==> src/core/cfgpin_pkg.sv <==
// Constants, codes and carrier types of the configurable pin function selector
package cfgpin_pkg;

   // ----------------------------------------------------------------
   // Sizes
   // ----------------------------------------------------------------
   localparam int NPINS     = 4;
   localparam int SEL_W     = 5;
   localparam int CLKDIV_W  = 3;
   localparam int LEDCNT_W  = 17;

   typedef logic [SEL_W-1:0] cfgpin_sel_t;

   // ----------------------------------------------------------------
   // Function codes held in non-volatile configuration
   // ----------------------------------------------------------------
   localparam cfgpin_sel_t SEL_TRISTATE   = 5'h00;
   localparam cfgpin_sel_t SEL_DRIVE1     = 5'h01;
   localparam cfgpin_sel_t SEL_DRIVE0     = 5'h02;
   localparam cfgpin_sel_t SEL_RS485_DRIVE_ENABLE      = 5'h03;
   localparam cfgpin_sel_t SEL_POWER_ENABLE_N      = 5'h04;
   localparam cfgpin_sel_t SEL_TX_ACTIVITY_LED_N      = 5'h05;
   localparam cfgpin_sel_t SEL_RX_ACTIVITY_LED_N      = 5'h06;
   localparam cfgpin_sel_t SEL_ANYLED     = 5'h07;
   localparam cfgpin_sel_t SEL_SLEEP      = 5'h08;
   localparam cfgpin_sel_t SEL_CLK_FAST   = 5'h09;
   localparam cfgpin_sel_t SEL_CLK_MID    = 5'h0A;
   localparam cfgpin_sel_t SEL_CLK_SLOW   = 5'h0B;
   localparam cfgpin_sel_t SEL_GPIO       = 5'h0C;
   localparam cfgpin_sel_t SEL_CHARGER    = 5'h0D;
   localparam cfgpin_sel_t SEL_CHARGER_N  = 5'h0E;
   localparam cfgpin_sel_t SEL_BB_WR      = 5'h0F;
   localparam cfgpin_sel_t SEL_BB_RD      = 5'h10;
   localparam cfgpin_sel_t SEL_VBUS       = 5'h11;
   localparam cfgpin_sel_t SEL_TIMESTAMP  = 5'h12;
   localparam cfgpin_sel_t SEL_KEEP_AWAKE = 5'h13;

   // Selections held until configuration is latched
   localparam cfgpin_sel_t [NPINS-1:0] SEL_RESET = {SEL_SLEEP, SEL_TX_ACTIVITY_LED_N, SEL_RX_ACTIVITY_LED_N, SEL_RS485_DRIVE_ENABLE};

   // ----------------------------------------------------------------
   // Register map (byte addresses) and fields
   // ----------------------------------------------------------------
   localparam logic [3:0] ADDR_PINSEL = 4'h0;
   localparam logic [3:0] ADDR_GPIO   = 4'h4;
   localparam logic [3:0] ADDR_STATUS = 4'h8;
   localparam int PINSEL_PD_BIT   = 20;
   localparam int GPIO_DIR_LSB    = 4;
   localparam int STAT_VBUS_BIT   = 4;
   localparam int STAT_AWAKE_BIT  = 5;
   localparam int STAT_SUSP_BIT   = 6;
   localparam int STAT_CONF_BIT   = 7;
   localparam logic [3:0] GPIO_OUT_RESET = 4'h0;
   localparam logic [3:0] GPIO_DIR_RESET = 4'h0;

   // ----------------------------------------------------------------
   // Timing
   // ----------------------------------------------------------------
   localparam int CLK_PERIOD_NS = 100;
   localparam int LED_HOLD_NS   = 10_000_000;
   localparam int LED_HOLD_CYC  = (LED_HOLD_NS + CLK_PERIOD_NS - 1) / CLK_PERIOD_NS;

   // ----------------------------------------------------------------
   // Carriers
   // ----------------------------------------------------------------
   typedef struct packed {
      logic o;
      logic oe;
      logic pu;
      logic pd;
   } cfgpin_pad_s;

   typedef struct packed {
      logic usb_configured;
      logic usb_suspend;
      logic uart_tx_busy;
      logic usb_tx_act;
      logic usb_rx_act;
      logic charger_det;
      logic bb_wr_n;
      logic bb_rd_n;
      logic usb_sof;
   } cfgpin_stat_s;

endpackage

==> src/core/cfgpin_clkdiv.sv <==
// Binary clock divider producing three halving clock outputs, stopped in suspend
`timescale 1ns/1ns
`default_nettype none
module cfgpin_clkdiv #(
   parameter int W = 3
) (
   // Clock and reset
   input  wire logic         clk,
   input  wire logic         rst,
   input  wire logic         ce,
   // Control and outputs
   input  wire logic         stop,
   output var  logic [W-1:0] div_q
);

   // Bit k toggles at clk / 2^(k+1); held low while stopped
   always_ff @(posedge clk or posedge rst)
   begin
      if (rst)
      begin
         div_q <= '0;
      end
      else if (ce)
      begin
         if (stop)
            div_q <= '0;
         else
            div_q <= div_q + 1'b1;
      end
   end

endmodule
`default_nettype wire

==> src/core/cfgpin_led_stretch.sv <==
// Retriggerable low pulse stretcher for one activity LED
`timescale 1ns/1ns
`default_nettype none
module cfgpin_led_stretch #(
   parameter int CNT_W = 17,
   parameter logic [CNT_W-1:0] HOLD = 17'h186A0
) (
   // Clock and reset
   input  wire logic clk,
   input  wire logic rst,
   input  wire logic ce,
   // Activity in, LED out
   input  wire logic trig,
   output var  logic led_n_q
);

   logic [CNT_W-1:0] cnt_q;

   // Counter restarts on every burst of activity
   always_ff @(posedge clk or posedge rst)
   begin
      if (rst)
      begin
         cnt_q <= '0;
      end
      else if (ce)
      begin
         if (trig)
            cnt_q <= HOLD;
         else if (cnt_q != '0)
            cnt_q <= cnt_q - 1'b1;
      end
   end

   always_ff @(posedge clk or posedge rst)
   begin
      if (rst)
      begin
         led_n_q <= 1'b1;
      end
      else if (ce)
      begin
         led_n_q <= !(trig || cnt_q > 1);
      end
   end

endmodule
`default_nettype wire

==> src/core/cfgpin_top.sv <==
// Configurable auxiliary pin function selector with Avalon-MM register slave
//
// Functional notes
// - Each pin can be tri-stated or driven to a fixed high or low.
// - Any function on any of four pins; selection comes from non-volatile configuration.
// - Transmit-enable pin drives RS485 driver enable while serial data is sent.
// - Power-enable pin low once configured by host, high during suspend.
// - Transmit LED pin pulses low on USB transmit traffic.
// - Receive LED pin pulses low on USB receive traffic.
// - Combined LED pin pulses low on any USB traffic.
// - Sleep pin low during USB suspend, high otherwise.
// - Three divided clock outputs, stopped during USB suspend.
// - Each pin individually usable as host-controlled general purpose I/O.
// - Charger pin high when a dedicated charger is detected.
// - Inverted charger pin drives the complement of charger detect.
// - Write-strobe pin outputs the active-low bit-bang write strobe.
// - Read-strobe pin outputs the active-low bit-bang read strobe.
// - VBUS-sense pin is an input reporting VBUS presence.
// - Time-stamp pin toggles once per start-of-frame.
// - Keep-awake pin is an active-low input blocking suspend on unplug.
// - Default functions: transmit enable, receive LED, transmit LED, sleep.
// - Input pins pulled up weakly; optional gentle pull-down during suspend.
`timescale 1ns/1ns
`default_nettype none
module cfgpin_top #(
   parameter int LED_HOLD_CYC = cfgpin_pkg::LED_HOLD_CYC
) (
   // Clock, reset, enable
   input  wire logic                                            clk,
   input  wire logic                                            rst,
   input  wire logic                                            ce,
   // Avalon-MM slave
   input  wire logic [3:0]                                      avs_address,
   input  wire logic                                            avs_read,
   input  wire logic                                            avs_write,
   input  wire logic [31:0]                                     avs_writedata,
   input  wire logic [3:0]                                      avs_byteenable,
   output var  logic [31:0]                                     avs_readdata,
   output logic                                                 avs_waitrequest,
   // Non-volatile configuration
   input  wire cfgpin_pkg::cfgpin_sel_t [cfgpin_pkg::NPINS-1:0] nv_sel,
   input  wire logic                                            nv_pulldown_en,
   // Internal status and strobes
   input  wire cfgpin_pkg::cfgpin_stat_s                        stat,
   // Pads
   input  wire logic [cfgpin_pkg::NPINS-1:0]                    pad_i,
   output var  cfgpin_pkg::cfgpin_pad_s [cfgpin_pkg::NPINS-1:0] pad,
   // Sensed inputs to the core
   output logic                                                 vbus_present,
   output logic                                                 keep_awake
);

   localparam int N = cfgpin_pkg::NPINS;

   // ----------------------------------------------------------------
   // Configuration latch
   // ----------------------------------------------------------------
   cfgpin_pkg::cfgpin_sel_t [N-1:0] sel_q;
   logic                            pd_opt_q;
   logic                            done_q;

   always_ff @(posedge clk or posedge rst)
   begin
      if (rst)
      begin
         sel_q    <= cfgpin_pkg::SEL_RESET;
         pd_opt_q <= 1'b0;
         done_q   <= 1'b0;
      end
      else if (ce && !done_q)
      begin
         sel_q    <= nv_sel;
         pd_opt_q <= nv_pulldown_en;
         done_q   <= 1'b1;
      end
   end

   // ----------------------------------------------------------------
   // Avalon-MM slave: one wait state per access
   // ----------------------------------------------------------------
   logic       req;
   logic       ack_q;
   logic [3:0] gpio_out_q;
   logic [3:0] gpio_dir_q;
   logic [31:0] rd_d;

   assign req             = avs_read || avs_write;
   assign avs_waitrequest = req && !(ack_q && ce);

   always_ff @(posedge clk or posedge rst)
   begin
      if (rst)
         ack_q <= 1'b0;
      else if (ce)
         ack_q <= req && !ack_q;
   end

   // Host bit-bang levels and directions
   always_ff @(posedge clk or posedge rst)
   begin
      if (rst)
      begin
         gpio_out_q <= cfgpin_pkg::GPIO_OUT_RESET;
         gpio_dir_q <= cfgpin_pkg::GPIO_DIR_RESET;
      end
      else if (ce && avs_write && ack_q && avs_address == cfgpin_pkg::ADDR_GPIO && avs_byteenable[0])
      begin
         gpio_out_q <= avs_writedata[3:0];
         gpio_dir_q <= avs_writedata[cfgpin_pkg::GPIO_DIR_LSB +: 4];
      end
   end

   // Read mux; unmapped addresses read zero
   always_comb
   begin
      rd_d = 32'h0000_0000;
      unique case (avs_address)
         cfgpin_pkg::ADDR_PINSEL:
         begin
            rd_d[N*cfgpin_pkg::SEL_W-1:0]       = sel_q;
            rd_d[cfgpin_pkg::PINSEL_PD_BIT]     = pd_opt_q;
         end
         cfgpin_pkg::ADDR_GPIO:
         begin
            rd_d[3:0]                           = gpio_out_q;
            rd_d[cfgpin_pkg::GPIO_DIR_LSB +: 4] = gpio_dir_q;
         end
         cfgpin_pkg::ADDR_STATUS:
         begin
            rd_d[N-1:0]                         = pad_i;
            rd_d[cfgpin_pkg::STAT_VBUS_BIT]     = vbus_present;
            rd_d[cfgpin_pkg::STAT_AWAKE_BIT]    = keep_awake;
            rd_d[cfgpin_pkg::STAT_SUSP_BIT]     = stat.usb_suspend;
            rd_d[cfgpin_pkg::STAT_CONF_BIT]     = stat.usb_configured;
         end
         default:
         begin
            rd_d = 32'h0000_0000;
         end
      endcase
   end

   always_ff @(posedge clk or posedge rst)
   begin
      if (rst)
         avs_readdata <= 32'h0000_0000;
      else if (ce && avs_read && !ack_q)
         avs_readdata <= rd_d;
   end

   // ----------------------------------------------------------------
   // Shared sources
   // ----------------------------------------------------------------
   logic                tx_led_n;
   logic                rx_led_n;
   logic                any_led_n;
   logic [cfgpin_pkg::CLKDIV_W-1:0] div;
   logic                stamp_q;

   cfgpin_led_stretch #(
      .CNT_W (cfgpin_pkg::LEDCNT_W),
      .HOLD  (cfgpin_pkg::LEDCNT_W'(LED_HOLD_CYC))
   ) u_tx_led (
      .clk     (clk),
      .rst     (rst),
      .ce      (ce),
      .trig    (stat.usb_tx_act),
      .led_n_q (tx_led_n)
   );

   cfgpin_led_stretch #(
      .CNT_W (cfgpin_pkg::LEDCNT_W),
      .HOLD  (cfgpin_pkg::LEDCNT_W'(LED_HOLD_CYC))
   ) u_rx_led (
      .clk     (clk),
      .rst     (rst),
      .ce      (ce),
      .trig    (stat.usb_rx_act),
      .led_n_q (rx_led_n)
   );

   cfgpin_led_stretch #(
      .CNT_W (cfgpin_pkg::LEDCNT_W),
      .HOLD  (cfgpin_pkg::LEDCNT_W'(LED_HOLD_CYC))
   ) u_any_led (
      .clk     (clk),
      .rst     (rst),
      .ce      (ce),
      .trig    (stat.usb_tx_act || stat.usb_rx_act),
      .led_n_q (any_led_n)
   );

   cfgpin_clkdiv #(
      .W (cfgpin_pkg::CLKDIV_W)
   ) u_div (
      .clk   (clk),
      .rst   (rst),
      .ce    (ce),
      .stop  (stat.usb_suspend),
      .div_q (div)
   );

   // Start-of-frame toggle
   always_ff @(posedge clk or posedge rst)
   begin
      if (rst)
         stamp_q <= 1'b0;
      else if (ce && stat.usb_sof)
         stamp_q <= !stamp_q;
   end

   // ----------------------------------------------------------------
   // Per-pin function mux
   // ----------------------------------------------------------------
   logic [N-1:0] vbus_hit;
   logic [N-1:0] awake_hit;

   genvar gi;
   generate
      for (gi = 0; gi < N; gi++)
      begin : g_pin
         cfgpin_pkg::cfgpin_pad_s pad_d;
         logic                    is_in;

         always_comb
         begin
            pad_d    = '0;
            pad_d.oe = 1'b1;
            unique case (sel_q[gi])
               cfgpin_pkg::SEL_TRISTATE:   pad_d.oe = 1'b0;
               cfgpin_pkg::SEL_DRIVE1:     pad_d.o  = 1'b1;
               cfgpin_pkg::SEL_DRIVE0:     pad_d.o  = 1'b0;
               cfgpin_pkg::SEL_RS485_DRIVE_ENABLE:      pad_d.o  = stat.uart_tx_busy;
               cfgpin_pkg::SEL_POWER_ENABLE_N:      pad_d.o  = !(stat.usb_configured && !stat.usb_suspend);
               cfgpin_pkg::SEL_TX_ACTIVITY_LED_N:      pad_d.o  = tx_led_n;
               cfgpin_pkg::SEL_RX_ACTIVITY_LED_N:      pad_d.o  = rx_led_n;
               cfgpin_pkg::SEL_ANYLED:     pad_d.o  = any_led_n;
               cfgpin_pkg::SEL_SLEEP:      pad_d.o  = !stat.usb_suspend;
               cfgpin_pkg::SEL_CLK_FAST:   pad_d.o  = div[0];
               cfgpin_pkg::SEL_CLK_MID:    pad_d.o  = div[1];
               cfgpin_pkg::SEL_CLK_SLOW:   pad_d.o  = div[2];
               cfgpin_pkg::SEL_GPIO:
               begin
                  pad_d.o  = gpio_out_q[gi];
                  pad_d.oe = gpio_dir_q[gi];
               end
               cfgpin_pkg::SEL_CHARGER:    pad_d.o  = stat.charger_det;
               cfgpin_pkg::SEL_CHARGER_N:  pad_d.o  = !stat.charger_det;
               cfgpin_pkg::SEL_BB_WR:      pad_d.o  = stat.bb_wr_n;
               cfgpin_pkg::SEL_BB_RD:      pad_d.o  = stat.bb_rd_n;
               cfgpin_pkg::SEL_VBUS:       pad_d.oe = 1'b0;
               cfgpin_pkg::SEL_TIMESTAMP:  pad_d.o  = stamp_q;
               cfgpin_pkg::SEL_KEEP_AWAKE: pad_d.oe = 1'b0;
               default:                    pad_d.oe = 1'b0;
            endcase
            // Undriven pads pull up, or gently down in suspend when enabled
            is_in    = !pad_d.oe;
            pad_d.pd = is_in && pd_opt_q && stat.usb_suspend;
            pad_d.pu = is_in && !pad_d.pd;
         end

         always_ff @(posedge clk or posedge rst)
         begin
            if (rst)
               pad[gi] <= '0;
            else if (ce)
               pad[gi] <= pad_d;
         end

         assign vbus_hit[gi]  = sel_q[gi] == cfgpin_pkg::SEL_VBUS && pad_i[gi];
         assign awake_hit[gi] = sel_q[gi] == cfgpin_pkg::SEL_KEEP_AWAKE && !pad_i[gi];
      end
   endgenerate

   assign vbus_present = |vbus_hit;
   assign keep_awake   = |awake_hit;
endmodule
`default_nettype wire

==> config.mk <==
export PLATFORM = sky130hd
export DESIGN_NAME = cfgpin_top
export DESIGN_NICKNAME = d
export VERILOG_FILES = /design/src/core/cfgpin_pkg.sv /design/src/core/cfgpin_clkdiv.sv /design/src/core/cfgpin_led_stretch.sv /design/src/core/cfgpin_top.sv
export SDC_FILE = /design/constraint.sdc
export NUM_CORES = 1
export LEC_CHECK = 0
export ABC_AREA = 1
export CAP_MARGIN = 20
export CORE_ASPECT_RATIO = 0.9
export CORE_MARGIN = 2
export CORE_UTILIZATION = 25
export CTS_BUF_LIST = sky130_fd_sc_hd__clkbuf_8
export CTS_CLUSTER_DIAMETER = 150
export DETAILED_ROUTE_END_ITERATION = 8
export DONT_BUFFER_PORTS = 1
export GPL_ROUTABILITY_DRIVEN = 1
export PLACE_DENSITY = 0.45
export SLEW_MARGIN = 15
export SYNTH_ARGS = -nofsm -noshare
export SYNTH_HDL_FRONTEND = slang
export SYNTH_SLANG_ARGS = --single-unit
==> constraint.sdc <==
create_clock -name clk -period 4.1 [get_ports clk]
set_input_delay 0.82 -clock clk [delete_from_list [all_inputs] [get_ports clk]]
set_output_delay 0.82 -clock clk [all_outputs]
set_load 0.01 [all_outputs]
==> results.toml, run 1 <==
[timing]
tightest_slew_ns = 0.935
hold_viol = 0
rsz0062_at_grt = "no"
fin_tns_setup_ns = 0
finalSetupViolCount = 0
fin_crit_ns = 2.61
min_period_over_period_pct = 63.6
slew_headroom_pct = 37.5
clock_skew_ns = 0.0158
max_freq_mhz = 384
slew_viol_final = 0

[worst_setup_path]
r2r_slack_ns = 1.99
endpoint_kind = "output port"
arrival_ns = 1.79
cpMaxStageDelayCell = "dfrtp_1"
crit_type = "reg2out"
cp_max_fo = 5
crit_required_ns = 3.28
worstPathCellList = "nor2_1 > nand2_1 > nor3_1 > nor2_1 > nand2_1"
startpoint = "sel_q[2]"
r2r_start = "ack_q"
slowest_delay_ns = 0.43
crit_path_start_kind = "flip-flop"

[clock_tree]
postCtsResizedCells = 0
hold_buffers = 0
root_buffer = "clkbuf_8"
cts.path.max_buffers = 2
clkTransAtPathRegs_ns = 0.09
clkSinkCount = 126
insertion_delay_ns = 0.46
cts_tree = "yes"
htreeDepth = 4
postCtsSetupRepairBufs = 0
cts_buffers = 17

[power_and_ir_drop]
switching_share_pct = 32.7
p_seq_share_pct = 48.2
p_per_area_mw_per_mm2 = 352
comb_power_share_pct = 16.2
irDropWorstVdd_mv = 0.190
p_sw_mw = 0.982
finalPower_mw = 3.01
p_leak_nw = 4.17
power.internal_mw = 2.02
p_clk_share_pct = 35.6

[die]
rows = 61
die_w_um = 190
dieArea_mm2 = 0.0327
core_area_mm2 = 0.0308
io_pins = 130
start_util_pct = 25.3
fp.dieH_um = 172

[cells_and_area]
area.sequential_mm2 = 0.00317
drive_gt1_share_pct = 8.24
mostFrequentLayoutCell = "nand2_1"
multi_input_area_mm2 = 0.00400
final_cell_mix = "nand2_1 (325), nor2_1 (169), dfrtp_1 (116), nand3_1 (110), inv_1 (108)"
area_delta_synth_final_pct = 9.37
fillers = 3424
diodes = 0
nets = 1206

[yosys]
synth_edf_count = 0
ys_ff_latch = 126
synth_area_leaders = "dfrtp_1 (37%), nand2_1 (16%), nor2_1 (8.1%)"
synth_mux_area_share_pct = 1.15
synth-seq-area-share_pct = 40.5
syn-cell-area_mm2 = 0.00781
yosysWarnings = 0
synth_top_area_share_pct = 37.2
synth_area_per_cell_um2 = 6.95
synth-xor-area-share_pct = 1.35
synthDistinctLibCells = 42
yosys.area.top_type = "dfrtp_1"
synthAdderAreaFrac_pct = 1.60
synth-simple-area-share_pct = 35.8
netlist_instances = 1123
synth_async_sr_flop_share_pct = 100
synth_ff_type = "dfrtp_1"
synth_top_family_by_area = "simple AND/OR/NAND/NOR gates"
synth-compound-area-share_pct = 10.8

[global_route]
grt_max_degree = 127
grt_overflow = 0
antenna_found_initial = 0
track_usage_pct = 14.8
grt_pass1_wl_um = 37400
grt_pass1_vias = 6641

[route]
wl_um = 23500
dr.pass1.iters = 5
drt_iter0_markers = 466
drtAntennaViolNets = 0
num_vias = 7060
wire_per_inst_um = 15.3
avgViaCountPerCell = 4.59
drc_errors = 0

[placement]
numPortBuffers = 0
place.gp.congestion = 0.860
dp_hpwl_um = 17100

[flow_run]
maxCapViolations = 0

[min_path]
hold_class = "in2async"

[status]
status = "finished, final reports clean"
-- layer usage --
metal / global-route usage (%) / vias up / part of all wire, %
met1: 22.0 / 3305 / 51
met2: 21.0 / 171 / 41
met3: 3.94 / 11 / 7.0
met5: 0 / - / 0
met4: 3.27 / 0 / 0.78
li1: - / 3573 / -
-- critical path: cells and delay by family (launching register included) --
kind	cells	cell delay, ns
and+or+nand+nor	5	0.90
DFF	1	0.43
-- final timing paths --
kind,to,cells after the start
hold reg to reg,done_q,2
max in group asynchronous,u_tx_led.cnt_q[7],2
setup / recovery,keep_awake,5
hold / removal,u_rx_led.cnt_q[4],2
min in group clk,u_div.div_q[2],1
setup reg to reg,avs_readdata[15],6
-- cells by family after synthesis --
group | after synthesis
muxes | 8
xor gates and xnor gates | 12
adders and majority gates | 10
buffers and inverters | 153
DFF | 126
and+or+nand+nor | 666
other | 1
AOI/OAI and AO/OA | 147
-- cell type report --
class                   instances  share of cell area [%]
clock buffers                  17                    2.74
clock inverters                14                    1.54
inverters                     115                    5.16
multi-input cells             854                    46.9
flip-flops and latches        126                    37.1
well taps                     409                    5.99
repair buffers                  3                   0.645
-- cells in the mapped netlist (all sizes together), types with 3 or more instances --
cell type and number:
mux2 8, buf 26, or2 5, dfrtp 116, nor3 22, o31ai 13, inv 114, xor2 12
dfstp 10, nand4 11, nand3b 4, clkbuf 12, o21ai 80, a21oi 36, ha 10, nand3 111
o22ai 5, o21bai 5, nand2 334, nor2 179, a21o 3
-- metrics by stage --
stage               instances  area, um2  util (%)  hold slack (ns)  worst slack (ns)
global placement         1506       8150      26.4            0.445              1.46
detailed placement       1506       8150      26.4            0.450              1.46
floorplan                1133       7850         -            0.423              1.73
global route             1538       8540      27.7            0.409              1.32
finish                   1538       8540      27.7            0.403              1.49
CTS                      1537       8510      27.6            0.393              1.44
-- power by group through the flow --
stage | combinational (mW) | sequential, mW | clock, mW
2_1_floorplan | 0.410 | 1.44 | 0
3_3_place_gp | 0.483 | 1.47 | 0
3_5_place_dp | 0.486 | 1.47 | 0
4_1_cts | 0.489 | 1.45 | 1.12
5_1_grt | 0.575 | 1.47 | 1.16
6_report | 0.486 | 1.45 | 1.07
-- sequential cells by signal, indices dropped and copies added (netlist names), 3 cells and up --
name / cells
gpio_dir_q: 4
pad: 16
sel_q: 20
u_tx_led.cnt_q: 17
u_any_led.cnt_q: 17
u_rx_led.cnt_q: 17
gpio_out_q: 4
u_div.div_q: 3
avs_readdata: 21
(Power assumes the default switching activity.)
==> run 2, diff against run 1 <==
--- a/config.mk
+++ b/config.mk
@@ -15,7 +15,7 @@
 export DETAILED_ROUTE_END_ITERATION = 8
 export DONT_BUFFER_PORTS = 1
 export GPL_ROUTABILITY_DRIVEN = 1
-export PLACE_DENSITY = 0.45
+export PLACE_DENSITY = 0.43
 export SLEW_MARGIN = 15
 export SYNTH_ARGS = -nofsm -noshare
 export SYNTH_HDL_FRONTEND = slang
==> constraint.sdc (replaced) <==
create_clock -name clk -period 2.4 [get_ports clk]
set_input_delay 0.48 -clock clk [delete_from_list [all_inputs] [get_ports clk]]
set_output_delay 0.48 -clock clk [all_outputs]
set_load 0.01 [all_outputs]
==> results.toml, run 2 (synthesized netlist as in run 1, its figures left out) <==
[power_and_ir_drop]
switching_share_pct = 30.8
p_sw_mw = 1.74
p_clk_share_pct = 41.0
p_seq_share_pct = 44.0
p_leak_nw = 4.25
power.internal_mw = 3.90
irDropWorstVdd_mv = 0.356
comb_power_share_pct = 15.0
p_per_area_mw_per_mm2 = 646

[cells_and_area]
area_delta_synth_final_pct = 11.7
finalNonFillerCells = 1547
diodes = 0
top_register = "avs_readdata"
drive_gt1_share_pct = 9.49
largest_register_ffs = 21
nets = 1215
largestRegisters = "avs_readdata x21, sel_q x20"
fin_area_mm2 = 0.00873
fin_util_pct = 28.3
final_cell_mix = "nand2_1 (325), nor2_1 (166), dfrtp_1 (116), nand3_1 (110), inv_1 (105)"
mostFrequentLayoutCell = "nand2_1"

[die]
die_w_um = 190
fp.dieH_um = 172
dieArea_mm2 = 0.0327
core_area_mm2 = 0.0308
rows = 61
start_util_pct = 25.3
io_pins = 130

[min_path]
hold_class = "in2reg"
min_delay_path_depth = 1

[timing]
clock_skew_ns = 0.0177
min_period_over_period_pct = 93.6
slew_headroom_pct = 47.1
slew_viol_final = 0
whs_ns = 0.0831
rsz0062_at_grt = "no"
fin_crit_ns = 2.25
hold_viol = 0
max_freq_mhz = 445
fin_tns_setup_ns = 0
finalSetupViolCount = 0
tightest_slew_ns = 0.790

[global_route]
antenna_found_initial = 0
grt_pass1_wl_um = 38800
grt_max_degree = 54
track_usage_pct = 15.4
grt_pass1_vias = 6977
grt_overflow = 0

[route]
drtAntennaViolNets = 0
drc_errors = 0
drt_iter0_markers = 390
wire_per_inst_um = 15.7
dr.pass1.iters = 5
num_vias = 7096
avgViaCountPerCell = 4.59
wl_um = 24200

[placement]
numPortBuffers = 0
placedCellCount = 1515
place.gp.congestion = 0.874
dp_hpwl_um = 18000
place_area_mm2 = 0.00823

[clock_tree]
cts.path.max_buffers = 2
cts_tree = "yes"
clkTransAtPathRegs_ns = 0.09
htreeDepth = 4
postCtsSetupRepairBufs = 0
cts_buffers = 17
clkSinkCount = 126
root_buffer = "clkbuf_8"
insertion_delay_ns = 0.48

[status]
status = "finished, final reports clean"

[worst_setup_path]
crit_required_ns = 1.92
ff2ff_path_depth = 9
crit_type = "reg2out"
cp_max_fo = 5
crit_path_start_kind = "flip-flop"
endpoint_kind = "output port"
arrival_ns = 1.77

[flow_run]
maxCapViolations = 0
[run 2: cell types whose count changed in the layout (fill, tap and decap cells not counted), moves of 3 or more]
cell,change
clkinv_2,-3
inv_1,-3
bufinv_16,+4
nor2_2,+3
nor2_1,-3
buf_4,+8
[run 2: area by class of cell]
class | count | area [um2]
Tap cell | 409 | 512
Timing Repair Buffer | 12 | 118
Clock inverter | 14 | 241
Sequential cell | 126 | 3170
Multi-Input combinational cell | 854 | 4020
Inverter | 115 | 440
Clock buffer | 17 | 234
Fill cell | 3481 | 22100
[run 2: power by group through the flow]
| stage | registers [mW] | logic [mW] | clock network [mW] |
|---|---|---|---|
| CTS | 2.48 | 0.863 | 2.38 |
| floorplan | 2.46 | 0.700 | 0 |
| finish | 2.48 | 0.849 | 2.31 |
| detailed placement | 2.52 | 0.855 | 0 |
| global placement | 2.52 | 0.848 | 0 |
| global route | 2.51 | 1.00 | 2.47 |
[run 2: path summary, 6_finish.rpt]
kind | slack [ns] | endpoint | start
setup / recovery | 0.15 | keep_awake | sel_q[8]
hold / removal | 0.08 | pad[9] | ce
setup reg to reg | 0.55 | u_rx_led.cnt_q[10] | u_rx_led.cnt_q[0]
hold reg to reg | 0.47 | done_q | done_q
max in group asynchronous | 1.13 | sel_q[10] | rst
min in group asynchronous | 0.47 | u_rx_led.cnt_q[5] | rst
[run 2: stage by stage]
| step | worst slack [ns] | power (mW) |
|---|---|---|
| after floorplan | 0.375 | 3.16 |
| after global placement | 0.544 | 3.37 |
| after detailed placement | 0.522 | 3.37 |
| after CTS | 0.0402 | 5.72 |
| after global routing | 0.0274 | 5.98 |
| final | 0.153 | 5.64 |
[run 2: per-layer routing]
layer | vias to the layer above | global-route usage, % | part of all wire [%]
met5 | - | 0 | 0
met4 | 0 | 3.51 | 0.66
met3 | 10 | 3.71 | 5.6
met2 | 154 | 23.0 | 42
met1 | 3335 | 22.3 | 52
li1 | 3597 | - | -
[run 2: timing repair]
action / 4_1_cts / 5_1_grt
gates resized for setup: 0 / 4
endpoints found under the setup margin: 0 / 2
hold buffers: 1 / 0
endpoints found under the hold margin: 13 / 0
[run 2: critical path: stages, from the launching register on]
cell and delay (ns):
dfrtp_1 0.43, nor2_2 0.20, nand2_1 0.15, nor3_1 0.23
nor2_1 0.10, nand2_1 0.18
